[src/dlk_pkg.sv]
// Package of constants for the delay-locked clock deskew block
package dlk_pkg;
	localparam int TAP_W = 6;
	localparam logic [5:0] TAP_MIN = 6'h00;
	localparam logic [5:0] TAP_MAX = 6'h3f;
	localparam int PHASE_W = 4;
	localparam logic [3:0] PHASE_STEPS = 4'h8;
	localparam logic [3:0] PH_QUARTER = 4'h2;
	localparam logic [3:0] PH_HALF = 4'h4;
	localparam logic [3:0] PH_3QUARTER = 4'h6;
	localparam int LOCK_RUN = 4;
	localparam logic [2:0] LOCK_RUN_CNT = 3'h4;
	localparam int RST_DROP_CYCLES = 4;
	localparam int MAX_DIV = 16;
	localparam int GLOBAL_NETS = 2;
	typedef enum logic [4:0] {
		DIV_1P5 = 5'h03,
		DIV_2 = 5'h04,
		DIV_2P5 = 5'h05,
		DIV_3 = 5'h06,
		DIV_4 = 5'h08,
		DIV_5 = 5'h0a,
		DIV_8 = 5'h10,
		DIV_16 = 5'h1f
	} dlk_div_type;
	typedef enum logic [2:0] {
		ST_SEARCH = 3'b001,
		ST_SETTLE = 3'b010,
		ST_LOCKED = 3'b100
	} dlk_state_type;
endpackage

[src/dlk_divider.sv]
// Half-cycle divider for the divided clock output
`timescale 1ns/100ps
module dlk_divider
	import dlk_pkg::*;
(
	// Clock and control
	input wire logic clock,
	input wire logic sys_rst,
	input wire logic run,
	// Divide factor in half source periods, stored as 2N
	input wire logic [4:0] half_periods,
	// Output
	output logic div_q
);
	logic [4:0] cnt_q, cnt_d;
	logic out_d;
	logic [4:0] limit;

	// Factor 16 is coded 5'h1f to fit five bits; count wraps at 15 and toggles, so the period is 32 halves
	always_comb begin
		limit = (half_periods == 5'h1f) ? 5'h0f : 5'(half_periods - 5'h01);
		cnt_d = cnt_q;
		out_d = div_q;
		if (run) begin
			if (half_periods == 5'h1f) begin
				if (cnt_q == limit) begin
					cnt_d = 5'h00;
					out_d = ~div_q;
				end else begin
					cnt_d = 5'(cnt_q + 5'h01);
				end
			end else if (cnt_q == limit) begin
				cnt_d = 5'h00;
				out_d = 1'b1;
			end else begin
				cnt_d = 5'(cnt_q + 5'h01);
				// High for the first half of the period (floor for odd halves)
				if (5'(cnt_q + 5'h01) >= 5'(half_periods >> 1))
					out_d = 1'b0;
			end
		end
	end

	always_ff @(posedge clock) begin
		if (sys_rst) begin
			cnt_q <= 5'h00;
			div_q <= 1'b0;
		end else begin
			cnt_q <= cnt_d;
			div_q <= out_d;
		end
	end
endmodule

[src/dlk_deskew.sv]
// Delay-locked deskew loop: tap controller, lock, phase, double and divide outputs
`timescale 1ns/100ps
// Model at the clock rate: the source clock is observed as a sampled pin
// and its period is resolved into PHASE_STEPS slots per period.
module dlk_deskew
	import dlk_pkg::*;
(
	// System
	input wire logic clock,
	input wire logic sys_rst,
	// Link pins
	input wire logic source_clock_in,
	input wire logic feedback_clock_in,
	input wire logic loop_reset,
	// Configuration
	input wire logic [4:0] divide_factor_setting,
	input wire logic duty_correct_en,
	input wire logic startup_wait_en,
	input wire logic basic_macro_mode,
	// Clock outputs
	output logic zero_phase_out,
	output logic quarter_phase_out,
	output logic half_phase_out,
	output logic three_quarter_phase_out,
	output logic doubled_clock_out,
	output logic divided_clock_out,
	output logic [GLOBAL_NETS-1:0] global_net_out,
	// Status
	output logic locked_out,
	output logic config_done_out,
	output logic [TAP_W-1:0] tap_setting_out
);
	logic [1:0] src_sync_q, fb_sync_q, rst_sync_q;
	logic src_prev_q, fb_prev_q;
	logic [3:0] slot_q, slot_d;
	logic [TAP_W-1:0] tap_q, tap_d;
	logic [2:0] run_q, run_d;
	dlk_state_type state_q, state_d;
	logic lock_d;
	logic src_rise, fb_rise, loop_rst;
	logic [PHASE_STEPS-1:0] tapline_q;
	logic [3:0] ph_out_d;
	logic dbl_d, div_raw, src_dly;
	logic [4:0] div_half;

	// Pins come from outside the domain: two flops each
	always_ff @(posedge clock) begin
		if (sys_rst) begin
			src_sync_q <= 2'b00;
			fb_sync_q <= 2'b00;
			rst_sync_q <= 2'b00;
			src_prev_q <= 1'b0;
			fb_prev_q <= 1'b0;
		end else begin
			src_sync_q <= {src_sync_q[0], source_clock_in};
			fb_sync_q <= {fb_sync_q[0], feedback_clock_in};
			// Basic macro hides the loop reset
			rst_sync_q <= {rst_sync_q[0], loop_reset & ~basic_macro_mode};
			src_prev_q <= src_sync_q[1];
			fb_prev_q <= fb_sync_q[1];
		end
	end

	assign src_rise = src_sync_q[1] & ~src_prev_q;
	assign fb_rise = fb_sync_q[1] & ~fb_prev_q;
	assign loop_rst = sys_rst | rst_sync_q[1];

	// Discrete tap line: each stage is one slot of delay
	always_ff @(posedge clock) begin
		if (loop_rst)
			tapline_q <= '0;
		else
			tapline_q <= {tapline_q[PHASE_STEPS-2:0], src_sync_q[1]};
	end
	assign src_dly = tapline_q[tap_q[2:0]];

	// Tap controller: step one tap per source edge not yet matched
	always_comb begin
		state_d = state_q;
		tap_d = tap_q;
		run_d = run_q;
		lock_d = 1'b0;
		case (state_q)
			ST_SEARCH: begin
				if (src_rise && fb_rise) begin
					state_d = ST_SETTLE;
					run_d = 3'h1;
				end else if (src_rise) begin
					tap_d = (tap_q == TAP_MAX) ? TAP_MIN : 6'(tap_q + 6'h01);
				end
			end
			ST_SETTLE: begin
				if (src_rise && !fb_rise) begin
					state_d = ST_SEARCH;
					run_d = 3'h0;
				end else if (src_rise) begin
					run_d = 3'(run_q + 3'h1);
					if (run_q + 3'h1 == LOCK_RUN_CNT)
						state_d = ST_LOCKED;
				end
			end
			ST_LOCKED: begin
				lock_d = 1'b1;
				if (src_rise && !fb_rise) begin
					state_d = ST_SEARCH;
					run_d = 3'h0;
				end
			end
			default: begin
				state_d = ST_SEARCH;
			end
		endcase
		if (state_d == ST_LOCKED)
			lock_d = 1'b1;
	end

	always_ff @(posedge clock) begin
		if (loop_rst) begin
			state_q <= ST_SEARCH;
			tap_q <= TAP_MIN;
			run_q <= 3'h0;
			locked_out <= 1'b0;
		end else begin
			state_q <= state_d;
			tap_q <= tap_d;
			run_q <= run_d;
			locked_out <= lock_d & ~basic_macro_mode;
		end
	end

	// Slot counter across one source period for phase synthesis
	always_comb begin
		// Slot zero is the source rise, so 0..7 split the period into equal quarters
		slot_d = src_rise ? 4'h0 : ((slot_q == 4'hf) ? slot_q : 4'(slot_q + 4'h1));
	end

	always_ff @(posedge clock) begin
		if (loop_rst)
			slot_q <= 4'h0;
		else
			slot_q <= slot_d;
	end

	// Phase outputs: 50-50 from the slot count, or raw taps when uncorrected
	always_comb begin
		if (duty_correct_en) begin
			ph_out_d[0] = (slot_d < PH_HALF);
			ph_out_d[1] = (slot_d >= PH_QUARTER) && (slot_d < PH_3QUARTER);
			ph_out_d[2] = (slot_d >= PH_HALF);
			ph_out_d[3] = (slot_d < PH_QUARTER) || (slot_d >= PH_3QUARTER);
		end else begin
			ph_out_d[0] = src_dly;
			ph_out_d[1] = tapline_q[PH_QUARTER[2:0]];
			ph_out_d[2] = ~src_dly;
			ph_out_d[3] = ~tapline_q[PH_QUARTER[2:0]];
		end
		// Before lock: 1x at 25/75 so the loop locks on the right edge
		if (state_q != ST_LOCKED)
			dbl_d = (slot_d < PH_QUARTER);
		else
			dbl_d = (slot_d < PH_QUARTER) ||
				((slot_d >= PH_HALF) && (slot_d < PH_3QUARTER));
	end

	assign div_half = (divide_factor_setting == 5'h00) ? DIV_2 : divide_factor_setting;

	dlk_divider u_div (
		.clock(clock),
		.sys_rst(loop_rst),
		.run((slot_d == 4'h1) || (slot_d == PH_HALF + 4'h1)),
		.half_periods(div_half),
		.div_q(div_raw)
	);

	always_ff @(posedge clock) begin
		if (loop_rst) begin
			zero_phase_out <= 1'b0;
			quarter_phase_out <= 1'b0;
			half_phase_out <= 1'b0;
			three_quarter_phase_out <= 1'b0;
			doubled_clock_out <= 1'b0;
			divided_clock_out <= 1'b0;
			global_net_out <= '0;
			config_done_out <= 1'b0;
			tap_setting_out <= TAP_MIN;
		end else begin
			zero_phase_out <= ph_out_d[0];
			quarter_phase_out <= ph_out_d[1] & ~basic_macro_mode;
			half_phase_out <= ph_out_d[2] & ~basic_macro_mode;
			three_quarter_phase_out <= ph_out_d[3] & ~basic_macro_mode;
			doubled_clock_out <= dbl_d & ~basic_macro_mode;
			divided_clock_out <= div_raw & ~basic_macro_mode;
			// Two global nets at most: zero phase and doubled
			global_net_out <= {dbl_d & ~basic_macro_mode, ph_out_d[0]};
			config_done_out <= ~startup_wait_en | lock_d;
			tap_setting_out <= tap_d;
		end
	end
endmodule

[config.mk]
export PLATFORM = sky130hd
export DESIGN_NAME = dlk_deskew
export DESIGN_NICKNAME = d
export VERILOG_FILES = /design/src/dlk_pkg.sv /design/src/dlk_divider.sv /design/src/dlk_deskew.sv
export SDC_FILE = /design/constraint.sdc
export NUM_CORES = 1
export LEC_CHECK = 0
export BUFFER_PORTS_ARGS = -buffer_cell sky130_fd_sc_hd__clkbuf_2
export CORE_UTILIZATION = 56
export CTS_CLUSTER_SIZE = 8
export DETAILED_ROUTE_END_ITERATION = 6
export PLACE_DENSITY = 0.86
export SYNTH_ARGS = -nofsm -noshare
export SYNTH_HDL_FRONTEND = slang
export SYNTH_SLANG_ARGS = --single-unit
[constraint.sdc]
create_clock -name clock -period 6.1 [get_ports clock]
set_clock_uncertainty 0.1 [all_clocks]
set_input_delay 1.22 -clock clock [delete_from_list [all_inputs] [get_ports clock]]
set_output_delay 1.22 -clock clock [all_outputs]
set_load 0.02 [all_outputs]
==> summary.txt <==
SYNTH
------------------------------------------------------------------------------------------------------
Number of enable-type register cells in the synthesized netlist                                      0
Main combinational cell family by area after synthesis                                    simple AND/OR/NAND/NOR gates
Fraction of the yosys area taken by sequential cells                                             0.414
Number of instances in the synthesized netlist                                                     253
Simple-Gate Fraction of Synth Area                                                               0.261
Number of warnings issued by yosys                                                                   0
Fraction of synthesized area in multiplexers                                                    0.0433
Post-synth ARST share                                                                                0
Mean Syn Cell Area                                                                            8.79 µm²
Synthesized Nets                                                                                   275
Synthesized-area fraction occupied by ao, oa, aoi and oai cells                                  0.147
Post-synthesis instance area                                                                  2220 µm²
Adder and majority gate portion of the synthesized area                                         0.0506
Most used flip-flop cell after synthesis                                                       dfxtp_1
Post-synthesis sequential element count                                                             46
Xor and xnor fraction of the mapped netlist area                                                0.0512
Distinct cells, synth                                                                               46

CLOCK TREE
------------------------------------------------------------------------------------------------------
CTS Hold Bufs                                                                                        0
Clk_lat worst skew                                                                             0.30 ns
TritonCTS clock tree                                                                              done
Clock transition at the register clock pins on the worst setup and hold paths after CTS        0.08 ns
Buffer type at the clock tree root                                                            clkbuf_8
Post-CTS setup buffer count                                                                          0
Buffer depth of the longest clock path                                                               2
Number of buffers created by CTS                                                                     5
H-Tree Depth                                                                                         2
Clock tree sinks                                                                                    46
Post-CTS sizing                                                                                      0

DRT
------------------------------------------------------------------------------------------------------
Total iterations of the first detailed-routing run                                                   4
Drc violations                                                                                       0
Overall via count from detail_route                                                               1830
Initial DRC count                                                                                   95
Sum of routed wire length over all layers                                                      4.29 mm
Number of vias per cell after detailed routing                                                    5.65
ANT nets after route                                                                                 0
DR WL/cell                                                                                     13.2 µm

PLACED DESIGN
------------------------------------------------------------------------------------------------------
Placer's final routability congestion estimate                                                   0.861
# port buffers                                                                                      28
Post-DP HPWL                                                                                   3.08 mm

CRITICAL PATH
------------------------------------------------------------------------------------------------------
Crit path arrival time                                                                         3.05 ns
Required time of the critical path                                                             6.20 ns
Startpoint of the worst-slack reg-to-reg timing path                                      slot_q[1]$_SDFF_PP0_
Worst setup path category                                                                    in -> reg
Max FO, Critical Path                                                                                7
Critical Path Start Type                                                                    input port
Setup crit start                                                                          divide_factor_setting[0]
Critical path endpoint category                                                               register

RUN STATUS
------------------------------------------------------------------------------------------------------
Status                                                                                    complete, no violations

GRT
------------------------------------------------------------------------------------------------------
Number of antenna violations at the first check in global routing                                    0
Vias in the first global route                                                                    1657
First-pass GRT wire length                                                                     6.98 mm
Maximum number of pins on one net before global-route repair                                        21
Global-route usage over all layers                                                               0.216
Overflow left after global routing                                                                   0

STA
------------------------------------------------------------------------------------------------------
Worst rel slew slack                                                                             0.459
Setup repair after global routing missed its margin                                                 no
Setup Total Neg Slack                                                                             0 ns
Max-slew violations                                                                                  0
Final critical-path share of the clock period                                                    0.484
Transition time of the tightest slew-check pin                                                0.807 ns
Max Freq                                                                                     0.338 GHz
Crit path time final                                                                           2.95 ns
Count of endpoints failing setup in the final report                                                 0
Hold Violations, Final                                                                               0

FLOORPLANNING
------------------------------------------------------------------------------------------------------
Number of rows in the core area                                                                     22
Chip Height                                                                                    65.0 µm
Number of primary I/O pins                                                                          29
Starting Density                                                                                 0.594
Overall die width                                                                              65.0 µm
Overall die area                                                                              4230 µm²
Core region area                                                                              3740 µm²

HOLD PATH
------------------------------------------------------------------------------------------------------
Hold Crit Class                                                                             reg -> reg
Hold Crit Start                                                                           src_sync_q[0]$_SDFF_PP0_

POWER
------------------------------------------------------------------------------------------------------
Total power divided by cell area                                                            268 nW/µm²
Leakage                                                                                        1.05 nW
Max VDD drop                                                                                0.000212 V

LAYOUT
------------------------------------------------------------------------------------------------------
Antenna diode count                                                                                  0
Post-Route Utilization                                                                           0.670
Area growth from synthesis to layout                                                             12.8%
Highest-count cells in the layout ignoring fill and taps                                  dfxtp_1, nor2_1, clkbuf_2, a21oi_1, nor2b_1
Final nets                                                                                         297
Layout cells sized above 1                                                                       0.156
Most common cell after layout, fill and taps aside                                             dfxtp_1

JOB
------------------------------------------------------------------------------------------------------
Total of max-cap violations                                                                          0

[critical path, cell delays in order]
cell and delay [ns]:
clkbuf_2 0.13, or3_1 0.47, o21ai_0 0.24, xnor2_1 0.16, o2111ai_2 0.25, mux2_2 0.34
o221a_1 0.23
[flip-flops by register name, indices dropped and copies added (netlist names)]
register                 flops
quarter_phase_out            1
u_div.cnt_q                  5
fb_sync_q                    2
src_prev_q                   1
run_q                        3
slot_q                       4
doubled_clock_out            1
half_phase_out               1
rst_sync_q                   2
config_done_out              1
tap_setting_out              6
tapline_q                    8
locked_out                   1
three_quarter_phase_out      1
global_net_out               1
fb_prev_q                    1
state_q                      3
u_div.div_q                  1
divided_clock_out            1
src_sync_q                   2
[report_power, final]
part	total, mW	internal [mW]	switching, mW
Combinational	0.0768	0.0316	0.0453
Clock	0.277	0.175	0.102
Sequential	0.319	0.309	0.00928
Total	0.672	0.516	0.157
[cell usage after synthesis, types with 3 or more instances]
cell type	count	area, µm²
dfxtp_1	46	921
nor2_1	33	124
a21oi_1	17	85.1
nor2b_1	14	87.6
nand2_1	12	45.0
and2_1	10	62.6
clkbuf_1	10	37.5
nand2b_1	10	62.6
o21ai_0	10	50.1
ha_1	9	113
xor2_1	9	78.8
nand3_1	7	35.0
nor3_1	5	25.0
and3_1	4	25.0
inv_1	4	15.0
mux2i_1	4	40.0
nand4_1	4	25.0
nor3b_1	4	30.0
xnor2_1	4	35.0
a22oi_1	3	22.5
[per-stage QoR]
stage	total power, mW	hold slack (ns)	cell area (µm²)	setup WS (ns)	instances
2_1_floorplan	0.382	0.307	2220	3.09	253
3_3_place_gp	0.399	0.315	2370	2.90	316
3_5_place_dp	0.403	0.327	2370	2.83	316
4_1_cts	0.677	0.352	2510	3.16	324
5_1_grt	0.700	0.357	2510	3.03	324
6_report	0.672	0.346	2510	3.15	324
[final timing paths]
path	end	slack [ns]	cells past startpoint
min	src_sync_q[1]$_SDFF_PP0_	0.35	1
max	u_div.div_q$_SDFFE_PP0P_	3.15	7
min reg2reg	src_sync_q[1]$_SDFF_PP0_	0.35	1
max reg2reg	u_div.cnt_q[2]$_SDFFE_PP0P_	3.63	7
[area by class of cell]
type	instances	area, µm²
Clock buffer	6	82.6
Tap cell	48	60.1
Inverter	4	15.0
Multi-Input combinational cell	190	1230
Timing Repair Buffer	28	140
Sequential cell	46	921
Fill cell	316	1230
Clock inverter	2	60.1
[cells by family (layout without fill, tap and decap cells)]
group           Yosys count  in the layout
compound gates           50             50
fa+ha+maj                 9              9
buf+inv                  17             40
xor+xnor                 13             13
simple gates            111            111
flops                    46             46
mux                       7              7
[metal layers]
layer  wire (µm)  global-route usage  vias to the layer above
li1            -                   -                      933
met1        1970               0.238                      864
met2        2130               0.392                       27
met3         144              0.0669                        6
met4          42              0.0679                        0
met5           0                   0                        -
No activity file was read; power rests on OpenSTA's default activity.
